--- config.mk ---
export PLATFORM = sky130hd
export DESIGN_NAME = thermal_protection_supervisor
export DESIGN_NICKNAME = d
export VERILOG_FILES = /design/src/thermal_pkg.sv /design/src/thermal_protection_supervisor.sv
export SDC_FILE = /design/constraint.sdc
export NUM_CORES = 1
export LEC_CHECK = 0
export ABC_AREA = 1
export BUFFER_PORTS_ARGS = -buffer_cell sky130_fd_sc_hd__buf_2
export CAP_MARGIN = 10
export CORE_MARGIN = 1.5
export CORE_UTILIZATION = 33
export CTS_CLUSTER_SIZE = 8
export DETAILED_ROUTE_END_ITERATION = 8
export GPL_TIMING_DRIVEN = 0
export PLACE_DENSITY = 0.56
export SYNTH_ARGS = -nofsm -noshare
export SYNTH_HDL_FRONTEND = slang
export SYNTH_SLANG_ARGS = --single-unit
export TNS_END_PERCENT = 100
--- constraint.sdc ---
create_clock -name clk_sys -period 1.9 [get_ports clk_sys]
set_input_delay 0.19 -clock clk_sys [delete_from_list [all_inputs] [get_ports clk_sys]]
set_output_delay 0.19 -clock clk_sys [all_outputs]
set_load 0.02 [all_outputs]
--- src/thermal_pkg.sv ---
/*
  Shared constants and carrier types for the thermal protection supervisor.
  Assumes a single 10 MHz system clock and synchronous reset.
*/
`default_nettype none
package thermal_pkg;
  // Clock rate
  localparam int unsigned CLK_HZ = 10_000_000;
  localparam int unsigned NS_PER_S = 1_000_000_000;
  localparam int unsigned CLK_PERIOD_NS = NS_PER_S / CLK_HZ;
  // Filter times as printed
  localparam int unsigned OV_FILTER_NS = 10_000;          // 10 us typical
  localparam int unsigned SHORT_FILTER_US = 4_000;        // 4 ms typical
  localparam int unsigned COOLDOWN_US = 100_000;          // cool-down, plain default
  localparam int unsigned RESTART_US = 2_000;             // restart dwell, plain default
  // Derived cycle counts
  localparam int unsigned OV_FILTER_CYC = (OV_FILTER_NS + CLK_PERIOD_NS - 1) / CLK_PERIOD_NS;
  localparam int unsigned SHORT_FILTER_CYC = SHORT_FILTER_US * 1000 / CLK_PERIOD_NS;
  localparam int unsigned COOLDOWN_CYC = COOLDOWN_US * 1000 / CLK_PERIOD_NS;
  localparam int unsigned RESTART_CYC = RESTART_US * 1000 / CLK_PERIOD_NS;
  // Number of LIN stages and high-side switches
  localparam int unsigned NUM_LIN = 1;
  localparam int unsigned NUM_HS = 4;
  // Failure status field codes
  localparam logic [1:0] FAIL_NONE = 2'h0;
  localparam logic [1:0] FAIL_OVERTEMP = 2'h1;
  localparam logic [1:0] RESET_FAIL = 2'h0;

  // Operating mode request
  typedef enum logic [2:0] {
    MODE_NORMAL = 3'b001,
    MODE_FAILSAFE = 3'b010,
    MODE_RESTART = 3'b100
  } mode_t;

  // Overtemperature comparator bundle
  typedef struct packed {
    logic second_reg;
    logic third_reg;
    logic can;
    logic [NUM_LIN-1:0] lin;
    logic [NUM_HS-1:0] hs;
    logic prewarn;
    logic device;
  } overtemp_t;

  // Sticky status flags
  typedef struct packed {
    logic stage_overtemp_flag;
    logic device_overtemp_flag;
    logic temp_prewarn_flag;
    logic second_reg_overtemp;
    logic third_reg_overtemp;
    logic [NUM_HS-1:0] highside_fault_status;
  } status_t;
endpackage : thermal_pkg
`default_nettype wire

--- src/thermal_protection_supervisor.sv ---
/*
  Three-level thermal protection: per-stage shutdown, main supply prewarning,
  device shutdown with cool-down sequence, plus main supply OV and short filters.
  Assumes comparator inputs are already synchronous to clk_sys; software clears
  flags by one-cycle clear pulses from the serial interface.
*/
// How it works
// - Hot stage switched off alone, except high-side switches (all off together), flag set
// - Stage flag sticky, clear only when cool
// - Stage detection only while stage on
// - Second regulator off, enables cleared, flagged
// - Standalone third regulator off, enables cleared
// - Load-sharing third regulator auto restarts
// - CAN transmitter off, failure field 01
// - LIN transmitter off, failure field 01
// - Any hot switch turns all off
// - Diagnosis bits never self-clear
// - Prewarning only sets flag, clear when cool
// - Prewarning detection only with main supply
// - Device shutdown: fail-safe, restart, normal
// - Device flag clear in normal, when cool
// - Device detection only with main supply
// - Overvoltage filtered for filter time
// - Short detected after short filter time
`timescale 1ns/1ps
`default_nettype none
module thermal_protection_supervisor #(
  parameter int unsigned COOLDOWN_CYCLES = thermal_pkg::COOLDOWN_CYC,
  parameter int unsigned RESTART_CYCLES = thermal_pkg::RESTART_CYC,
  parameter int unsigned SHORT_CYCLES = thermal_pkg::SHORT_FILTER_CYC
) (
  input wire logic clk_sys,
  input wire logic srst,
  input wire thermal_pkg::overtemp_t overtemp_raw,
  input wire logic main_supply_on,
  input wire logic main_supply_ov_raw,
  input wire logic main_supply_below_reset_raw,
  input wire logic third_reg_load_share,
  input wire logic second_reg_enable_set,
  input wire logic third_reg_enable_set,
  input wire logic [thermal_pkg::NUM_HS-1:0] highside_control_set,
  input wire logic can_tx_request,
  input wire logic [thermal_pkg::NUM_LIN-1:0] lin_tx_request,
  input wire thermal_pkg::status_t status_clear,
  input wire logic can_fail_clear,
  input wire logic [thermal_pkg::NUM_LIN-1:0] lin_fail_clear,
  output var thermal_pkg::status_t status_q,
  output logic second_reg_enable_q,
  output logic third_reg_enable_q,
  output logic third_reg_on_q,
  output logic [thermal_pkg::NUM_HS-1:0] highside_control_q,
  output logic can_tx_enable_q,
  output logic [thermal_pkg::NUM_LIN-1:0] lin_tx_enable_q,
  output logic [1:0] can_failure_status_q,
  output logic [2*thermal_pkg::NUM_LIN-1:0] lin_failure_status_q,
  output var thermal_pkg::mode_t mode_q,
  output logic main_supply_ov_q,
  output logic main_supply_short_q
);
  import thermal_pkg::*;

  // Elaboration checks
  if (COOLDOWN_CYCLES < 1 || RESTART_CYCLES < 1 || SHORT_CYCLES < 1)
  begin : g_bad_count
    $error("Timing counts must be at least one cycle");
  end

  localparam int unsigned CW = $clog2(COOLDOWN_CYCLES + RESTART_CYCLES + 1);
  localparam int unsigned SW = $clog2(SHORT_CYCLES + 1);
  localparam int unsigned OW = $clog2(OV_FILTER_CYC + 1);
  localparam logic [CW-1:0] COOL_LAST = CW'(COOLDOWN_CYCLES - 1);
  localparam logic [CW-1:0] RESTART_LAST = CW'(RESTART_CYCLES - 1);
  localparam logic [SW-1:0] SHORT_LAST = SW'(SHORT_CYCLES - 1);
  localparam logic [OW-1:0] OV_LAST = OW'(OV_FILTER_CYC - 1);
  // Width of one failure status field
  localparam int unsigned FW = $bits(FAIL_NONE);

  overtemp_t ot_q;
  status_t status_d;
  mode_t mode_d;
  logic [CW-1:0] seq_cnt_q;
  logic [CW-1:0] seq_cnt_d;
  logic [SW-1:0] short_cnt_q;
  logic [OW-1:0] ov_cnt_q;
  logic third_ls_off_q;
  logic hs_lock_q;

  always_ff @(posedge clk_sys)
  begin
    if (srst)
      ot_q <= '0;
    else
      ot_q <= overtemp_raw;
  end

  wire second_hot = ot_q.second_reg & second_reg_enable_q;
  wire third_hot = ot_q.third_reg & third_reg_on_q;
  wire can_hot = ot_q.can & can_tx_enable_q;
  wire [NUM_LIN-1:0] lin_hot = ot_q.lin & lin_tx_enable_q;
  wire hs_hot = |(ot_q.hs & highside_control_q);
  wire prewarn_hot = ot_q.prewarn & main_supply_on;
  // Device shutdown gated by main supply
  wire device_hot = ot_q.device & main_supply_on;
  wire any_stage_hot = second_hot | third_hot | can_hot | (|lin_hot) | hs_hot;
  // Raw condition, used for clear qualification
  wire stage_cond = ot_q.second_reg | ot_q.third_reg | ot_q.can | (|ot_q.lin) | (|ot_q.hs);
  wire device_event = device_hot & (mode_q == MODE_NORMAL);

  // Sticky flags: set beats clear, clear only when cool
  always_comb
  begin
    status_d = status_q;
    if (status_clear.stage_overtemp_flag && !stage_cond)
      status_d.stage_overtemp_flag = 1'b0;
    if (status_clear.temp_prewarn_flag && !ot_q.prewarn)
      status_d.temp_prewarn_flag = 1'b0;
    // Device flag clear in normal mode
    if (status_clear.device_overtemp_flag && !ot_q.device && mode_q == MODE_NORMAL)
      status_d.device_overtemp_flag = 1'b0;
    if (status_clear.second_reg_overtemp && !ot_q.second_reg)
      status_d.second_reg_overtemp = 1'b0;
    if (status_clear.third_reg_overtemp && !ot_q.third_reg)
      status_d.third_reg_overtemp = 1'b0;
    if (status_clear.highside_fault_status != '0 && !(|ot_q.hs))
      status_d.highside_fault_status = status_q.highside_fault_status & ~status_clear.highside_fault_status;
    if (any_stage_hot)
      status_d.stage_overtemp_flag = 1'b1;
    if (prewarn_hot)
      status_d.temp_prewarn_flag = 1'b1;
    if (device_hot)
      status_d.device_overtemp_flag = 1'b1;
    if (second_hot)
      status_d.second_reg_overtemp = 1'b1;
    if (third_hot)
      status_d.third_reg_overtemp = 1'b1;
    if (hs_hot)
      status_d.highside_fault_status = '1;
  end

  // Flags change only via set or qualified clear
  always_ff @(posedge clk_sys)
  begin
    if (srst)
      status_q <= '0;
    else
      status_q <= status_d;
  end

  // Second regulator enable cleared on overtemp
  always_ff @(posedge clk_sys)
  begin
    if (srst)
      second_reg_enable_q <= 1'b0;
    else if (second_hot)
      second_reg_enable_q <= 1'b0;
    else if (second_reg_enable_set)
      second_reg_enable_q <= 1'b1;
  end

  always_ff @(posedge clk_sys)
  begin
    if (srst)
      third_reg_enable_q <= 1'b0;
    else if (third_hot && !third_reg_load_share)
      third_reg_enable_q <= 1'b0;
    else if (third_reg_enable_set)
      third_reg_enable_q <= 1'b1;
  end

  // Load-sharing off while hot, back on when cool
  always_ff @(posedge clk_sys)
  begin
    if (srst)
      third_ls_off_q <= 1'b0;
    else if (third_hot && third_reg_load_share)
      third_ls_off_q <= 1'b1;
    else if (!ot_q.third_reg || !third_reg_load_share)
      third_ls_off_q <= 1'b0;
  end

  // Third regulator actual state
  wire third_on_d = third_reg_enable_q & ~third_ls_off_q & ~(third_hot & third_reg_load_share)
    & ~(third_hot & ~third_reg_load_share);
  always_ff @(posedge clk_sys)
  begin
    if (srst)
      third_reg_on_q <= 1'b0;
    else
      third_reg_on_q <= third_on_d;
  end

  // Trip lock until software writes all off
  // Without it the level copy would reapply the old setting one cycle later
  always_ff @(posedge clk_sys)
  begin
    if (srst)
      hs_lock_q <= 1'b0;
    else if (hs_hot)
      hs_lock_q <= 1'b1;
    else if (highside_control_set == '0)
      hs_lock_q <= 1'b0;
  end

  // Any hot switch clears all controls
  always_ff @(posedge clk_sys)
  begin
    if (srst)
      highside_control_q <= '0;
    else if (hs_hot || hs_lock_q)
      highside_control_q <= '0;
    else
      highside_control_q <= highside_control_set;
  end

  // CAN transmitter off while hot, field 01
  always_ff @(posedge clk_sys)
  begin
    if (srst)
    begin
      can_tx_enable_q <= 1'b0;
      can_failure_status_q <= RESET_FAIL;
    end
    else
    begin
      can_tx_enable_q <= can_tx_request & ~ot_q.can;
      if (can_hot)
        can_failure_status_q <= FAIL_OVERTEMP;
      else if (can_fail_clear && !ot_q.can)
        can_failure_status_q <= FAIL_NONE;
    end
  end

  // LIN transmitters off while hot, field 01
  for (genvar i = 0; i < NUM_LIN; i++)
  begin : g_lin
    always_ff @(posedge clk_sys)
    begin
      if (srst)
      begin
        lin_tx_enable_q[i] <= 1'b0;
        lin_failure_status_q[FW*i +: FW] <= RESET_FAIL;
      end
      else
      begin
        lin_tx_enable_q[i] <= lin_tx_request[i] & ~ot_q.lin[i];
        if (lin_hot[i])
          lin_failure_status_q[FW*i +: FW] <= FAIL_OVERTEMP;
        else if (lin_fail_clear[i] && !ot_q.lin[i])
          lin_failure_status_q[FW*i +: FW] <= FAIL_NONE;
      end
    end
  end

  always_comb
  begin
    mode_d = mode_q;
    seq_cnt_d = seq_cnt_q;
    case (mode_q)
      MODE_NORMAL:
      begin
        seq_cnt_d = '0;
        if (device_event)
          mode_d = MODE_FAILSAFE;
      end
      MODE_FAILSAFE:
      begin
        seq_cnt_d = seq_cnt_q + CW'(1);
        if (seq_cnt_q == COOL_LAST)
        begin
          mode_d = MODE_RESTART;
          seq_cnt_d = '0;
        end
      end
      MODE_RESTART:
      begin
        seq_cnt_d = seq_cnt_q + CW'(1);
        if (seq_cnt_q == RESTART_LAST)
        begin
          mode_d = MODE_NORMAL;
          seq_cnt_d = '0;
        end
      end
      default:
      begin
        mode_d = MODE_NORMAL;
        seq_cnt_d = '0;
      end
    endcase
  end

  always_ff @(posedge clk_sys)
  begin
    if (srst)
    begin
      mode_q <= MODE_NORMAL;
      seq_cnt_q <= '0;
    end
    else
    begin
      mode_q <= mode_d;
      seq_cnt_q <= seq_cnt_d;
    end
  end

  always_ff @(posedge clk_sys)
  begin
    if (srst || !main_supply_ov_raw)
    begin
      ov_cnt_q <= '0;
      main_supply_ov_q <= 1'b0;
    end
    else if (ov_cnt_q == OV_LAST)
      main_supply_ov_q <= 1'b1;
    else
      ov_cnt_q <= ov_cnt_q + OW'(1);
  end

  always_ff @(posedge clk_sys)
  begin
    if (srst || !main_supply_below_reset_raw)
    begin
      short_cnt_q <= '0;
      main_supply_short_q <= 1'b0;
    end
    else if (short_cnt_q == SHORT_LAST)
      main_supply_short_q <= 1'b1;
    else
      short_cnt_q <= short_cnt_q + SW'(1);
  end
endmodule : thermal_protection_supervisor
`default_nettype wire

==> flow_summary.ini, run 1 <==
[status]
status = completed

[placement]
placed_cells = 662
place_ws_ns = 0.2671
dp_hpwl_um = 5509
placed_cell_area_um2 = 3948
gp_congestion = 0.7859
numPortBuffers = 59

[grt]
grt_first_pass_wirelength_um = 12470
grt_pass1_vias = 2860
grt.total_usage_pct = 13.86
grt_max_degree = 14
grt-ovfl-total = 0
antenna_found_initial = 0

[floorplanning]
io-pin-count = 62
die_h_um = 105.7
start_util_pct = 33.84
coreArea_um2 = 10280
dieArea_um2 = 11170
fp-row-count = 37
die_w_um = 105.7

[worst_hold_path]
min_path_type = in -> reg

[logic_synthesis]
synth_compound_gate_area_share_pct = 8.777
yosys.area.top_type_share_pct = 46.04
yosys.cell_count.top_type = dfxtp_1
synthAdderAreaFrac_pct = 1.079
muxShareOfSynthArea_pct = 0
yosysTopAreaCell = dfxtp_1
ys_warn_count = 0
ys_top_cells_by_area = dfxtp_1 46%, nor2_1 8.5%, inv_1 8.3%
ys.flop_type = dfxtp_1
synthCells = 466
ys_seq_area_share_pct = 46.04
synth_area_um2 = 3478
synth_xor_area_share_pct = 6.043
synthTopCellsByCount = 80 x dfxtp_1, 79 x nor2_1, 77 x inv_1
synthArstFlopShare_pct = 0
syn_area_per_cell_um2 = 7.464
synth_simple_gate_area_share_pct = 27.81
synth_top_family_by_area = simple AND/OR/NAND/NOR gates
synth-seq-cells = 80
ys_types = 35
synth-edff-count = 0

[critical_path]
endpoint_kind = flip-flop
required_ns = 2.15
criticalPathCategory = reg -> reg
start_kind = flip-flop
path_max_fanout = 6
crit_arrival_ns = 1.89

[cts]
root_buffer = clkbuf_8
hold_buffers = 3
cts_tree = yes
cts_setup_buffers = 0
cts-resized-gates = 0
cts.clk_slew.worst_paths_ns = 0.08
cts_buffers = 9
cts.sinks = 80
clk_latency_ns = 0.35
cts_buffer_depth = 2
h-tree-depth = 3

[detailed_routing]
drtIter0Drc = 151
wl_per_cell_um = 10.66
vias_per_cell = 4.454
drc = 0
routed_wl_um = 7259
first_pass_iters = 4
num_vias = 3033
ant_nets = 0

[timing]
rsz0062_at_grt = no
hold_viol = 0
finalCritPeriodShare_pct = 86.38
worst_pin_slew_ns = 0.5805
setup_violations = 0
clock.fmax_mhz = 609.3
slew_violations = 0
relSlewSlack_pct = 61.30
setup_tns_ns = 0
holdWs_ns = 0.03285
fin_ws_ns = 0.2588
timing.final.crit_period_ns = 1.641
clock_skew_ns = 0.007895

[cells_and_area]
instances_no_fill = 681
design_area_um2 = 4208
antennaDiodeCount = 0
fin_nets = 578
drive_above_1_share_pct = 17.80
area_growth_pct = 20.97

[pwr]
powerDensity_nw_per_um2 = 807.1
p_leak_nw = 1.826
ir_worst_vdd_v = 0.0005853

[job]
drv_cap = 0
==> cells in the final DEF (no fill, tap or decap), types with 3 or more instances in the layout <==
master / netlist / final
nor4_1: 3 / 3
clkbuf_8: 0 / 11
a21oi_1: 23 / 23
o21ai_0: 18 / 18
buf_4: 3 / 3
dlygate4sd3_1: 0 / 3
nor2_2: 3 / 3
dfxtp_1: 80 / 80
xnor2_1: 7 / 7
clkbuf_1: 3 / 3
inv_1: 77 / 77
nor2_1: 79 / 79
buf_2: 0 / 59
a31oi_1: 5 / 5
xor2_1: 17 / 17
nand4_1: 14 / 14
nand3_1: 21 / 21
nor3_1: 16 / 16
ha_1: 3 / 3
nand2_1: 70 / 70
nand2_2: 3 / 3
==> cell type report <==
class	instances	area [um2]
plain buffers	9	60.06
clock buffers	11	151.4
clock inverters	5	78.83
fillers	1116	6070
inverters	78	292.8
multi-input cells	300	1528
flip-flops and latches	80	1602
well taps	136	170.2
repair buffers	62	325.3
==> kinds of logic (layout without fill, tap and decap cells) <==
group | Yosys count | in the layout
simple gates | 217 | 217
buf+inv | 87 | 165
flops | 80 | 80
compound gates | 54 | 54
xor+xnor | 24 | 24
fa+ha+maj | 3 | 3
other cells | 1 | 2
==> routing by layer <==
layer	GRT usage, %	share of wire [%]
met5	0	0
met4	4.923	1.1
met3	4.576	4.3
met2	22.59	46
met1	17.06	48
==> worst paths after layout <==
path	cells after the start	slack (ns)	from	end
max	6	0.26	short_cnt_q[0]	short_cnt_q[0]
min	2	0.03	lin_fail_clear	lin_failure_status_q[0]
max reg2reg	6	0.26	short_cnt_q[0]	short_cnt_q[0]
min reg2reg	1	0.41	third_ls_off_q	third_reg_on_q
==> worst max-delay path, stage by stage, from the launching register on <==
cell	delay (ns)
dfxtp_1	0.38
ha_1	0.21
inv_1	0.10
nor3_4	0.34
nand4_1	0.30
nor2_1	0.16
nor2_1	0.06
==> state kept, by name (all words and copies together) (netlist names), 3 cells and up <==
signal              flops
highside_control_q      4
short_cnt_q            16
seq_cnt_q              20
ov_cnt_q                7
mode_q                  3
status_q                9
ot_q                   10
==> stage by stage <==
step	total power, mW	utilization, %
final	3.396	40.94
after global routing	3.552	40.94
after CTS	3.462	40.94
after detailed placement	2.020	38.41
after global placement	2.015	38.41
after floorplan	1.921	-
==> power by group <==
group	internal, mW	switching, mW	leakage, nW	total (mW)
Sequential	1.72	0.0282	0.651	1.75
Combinational	0.0914	0.140	1.06	0.231
Clock	0.809	0.604	0.119	1.41
Note: power is estimated with default switching activity, not from simulation.
==> inputs of run 2 (changes only) <==
--- a/config.mk
+++ b/config.mk
@@ -9,11 +9,11 @@
 export BUFFER_PORTS_ARGS = -buffer_cell sky130_fd_sc_hd__buf_2
 export CAP_MARGIN = 10
 export CORE_MARGIN = 1.5
-export CORE_UTILIZATION = 33
+export CORE_UTILIZATION = 55
 export CTS_CLUSTER_SIZE = 8
 export DETAILED_ROUTE_END_ITERATION = 8
 export GPL_TIMING_DRIVEN = 0
-export PLACE_DENSITY = 0.56
+export PLACE_DENSITY = 0.83
 export SYNTH_ARGS = -nofsm -noshare
 export SYNTH_HDL_FRONTEND = slang
 export SYNTH_SLANG_ARGS = --single-unit
==> run 2 against run 1 <==
  * Routed wire length shrank 1.2%
  * Cell count shrank 9.0%
  * Clock power is essentially flat
  * Highest routed layer unchanged
  * Global-route usage grew 8.7 points
  * Non-clock buffer count is the same
  * Flip-flop and latch count is the same
  * First-iteration DRC count grew 1.3%
  * Register-to-register slack is essentially flat
  * Utilization grew 28 points
==> flow_summary.ini, run 2 (same netlist as run 1, synthesis figures left out) <==
[status]
status = completed

[cts]
cts_buffers = 9
cts_buffer_depth = 2
clk_latency_ns = 0.35
cts_tree = yes
cts.sinks = 80
h-tree-depth = 3
root_buffer = clkbuf_8
cts.clk_slew.worst_paths_ns = 0.09

[timing]
fin_ws_ns = 0.2657
clock_skew_ns = 0.01263
timing.final.crit_period_ns = 1.634
holdWs_ns = 0.02416
hold_viol = 0
clock.fmax_mhz = 611.9
finalCritPeriodShare_pct = 86.02
slew_violations = 0
setup_violations = 0
worst_pin_slew_ns = 0.5856
setup_tns_ns = 0
relSlewSlack_pct = 60.96
rsz0062_at_grt = no

[cells_and_area]
drive_above_1_share_pct = 17.80
nFillCells = 504
area_growth_pct = 18.78
largest_reg_flops = 20
final_common_cell = dfxtp_1
mostFrequentLayoutCells = 80 x dfxtp_1, 79 x nor2_1, 77 x inv_1, 70 x nand2_1, 59 x buf_2
antennaDiodeCount = 0
regMostFlops = seq_cnt_q
fin_nets = 578
final_core_util_pct = 68.56
largestRegisters = seq_cnt_q: 20 flops, short_cnt_q: 16 flops, ot_q: 10 flops

[grt]
grt_pass1_vias = 2739
grt-ovfl-total = 0
antenna_found_initial = 0
grt_max_degree = 17
grt.total_usage_pct = 22.51
grt_first_pass_wirelength_um = 11650

[detailed_routing]
drc = 0
first_pass_iters = 4
drtIter0Drc = 153
wl_per_cell_um = 11.57
num_vias = 3097
ant_nets = 0
vias_per_cell = 4.995
routed_wl_um = 7171

[critical_path]
reg2reg_from = short_cnt_q[0]
path_max_fanout = 6
start_kind = flip-flop
r2r_cells = 7
endpoint = short_cnt_q[0]
rr_endpoint = short_cnt_q[0]
criticalPathCategory = reg -> reg
required_ns = 2.20
endpoint_kind = flip-flop
startpoint = short_cnt_q[0]
crit_arrival_ns = 1.93
rrSetupSlack_ns = 0.27

[placement]
gp_congestion = 0.8621
dp_hpwl_um = 5300
place_ws_ns = 0.2917
numPortBuffers = 59

[floorplanning]
die_h_um = 82.53
fp-row-count = 28
die_w_um = 82.53
dieArea_um2 = 6810
coreArea_um2 = 6026
io-pin-count = 62
start_util_pct = 57.72

[pwr]
power_frac_seq_pct = 51.5
p_comb_share_pct = 6.8
p_leak_nw = 1.823
p_sw_uw = 825.7
internal-power_mw = 2.580
powerDensity_nw_per_um2 = 824.2
p_clk_share_pct = 41.8
power_mw = 3.405
swShare_pct = 24.25
ir_worst_vdd_v = 0.0006011

[worst_hold_path]
min_path_type = in -> reg

[job]
drv_cap = 0
[run 2: cell types whose count changed in the layout (fill, tap and decap cells not counted)]
cell      before  now
clkinv_2       2    0
inv_8          0    1
clkbuf_8      11    9
inv_6          0    3
[run 2: final cells by class]
| type | count | area [um2] | area share, % |
|---|---|---|---|
| flip-flops and latches | 80 | 1602 | 38.76 |
| plain buffers | 9 | 60.06 | 1.454 |
| repair buffers | 62 | 325.3 | 7.874 |
| clock inverters | 7 | 106.4 | 2.574 |
| clock buffers | 9 | 123.9 | 2.998 |
| multi-input cells | 300 | 1528 | 36.98 |
| well taps | 75 | 93.84 | 2.271 |
| inverters | 78 | 292.8 | 7.087 |
[run 2: how the worst min path moves through the flow]
stage | startpoint | to | slack, ns | depth (start not counted)
2_1_floorplan | srst | status_q[4] | 0.27 | 1
3_3_place_gp | can_fail_clear | can_failure_status_q[0] | 0.37 | 2
3_5_place_dp | status_clear[5] | status_q[5] | 0.38 | 2
6_report | status_clear[4] | status_q[4] | 0.02 | 2
4_1_cts | lin_fail_clear | lin_failure_status_q[0] | 0.002 | 2
5_1_grt | status_clear[4] | status_q[4] | 0.0005 | 2
[run 2: metal layers]
layer | GRT usage [%] | routed length (um)
met1 | 27.77 | 3250
met2 | 37.15 | 3487
met3 | 6.264 | 308
met4 | 8.833 | 124
met5 | 0 | 0
[run 2: repair_timing]
| item | 4_1_cts | 5_1_grt |
|---|---|---|
| endpoints found under the hold margin | 2 | 1 |
| hold buffers | 2 | 1 |
| setup buffers | 0 | 0 |
| resized for setup | 0 | 0 |
[run 2: per-stage QoR]
stage          instances  area (um2)
2_1_floorplan        467        3482
3_3_place_gp         601        3871
3_5_place_dp         601        3871
4_1_cts              619        4121
5_1_grt              620        4131
6_report             620        4131
[run 2: power groups by stage]
| stage | Combinational [mW] | Clock (mW) | Sequential, mW |
|---|---|---|---|
| 2_1_floorplan | 0.0974 | 0 | 1.82 |
| 3_3_place_gp | 0.220 | 0 | 1.79 |
| 3_5_place_dp | 0.226 | 0 | 1.79 |
| 4_1_cts | 0.231 | 1.45 | 1.75 |
| 5_1_grt | 0.257 | 1.51 | 1.76 |
| 6_report | 0.231 | 1.42 | 1.75 |
[run 2: worst max-delay path, cell delays in order (launching register included)]
cell and delay (ns):
dfxtp_1 0.39, ha_1 0.22, inv_1 0.10, nor3_4 0.33
nand4_1 0.28, nand2_1 0.14, nand2_1 0.05, nor2_1 0.07
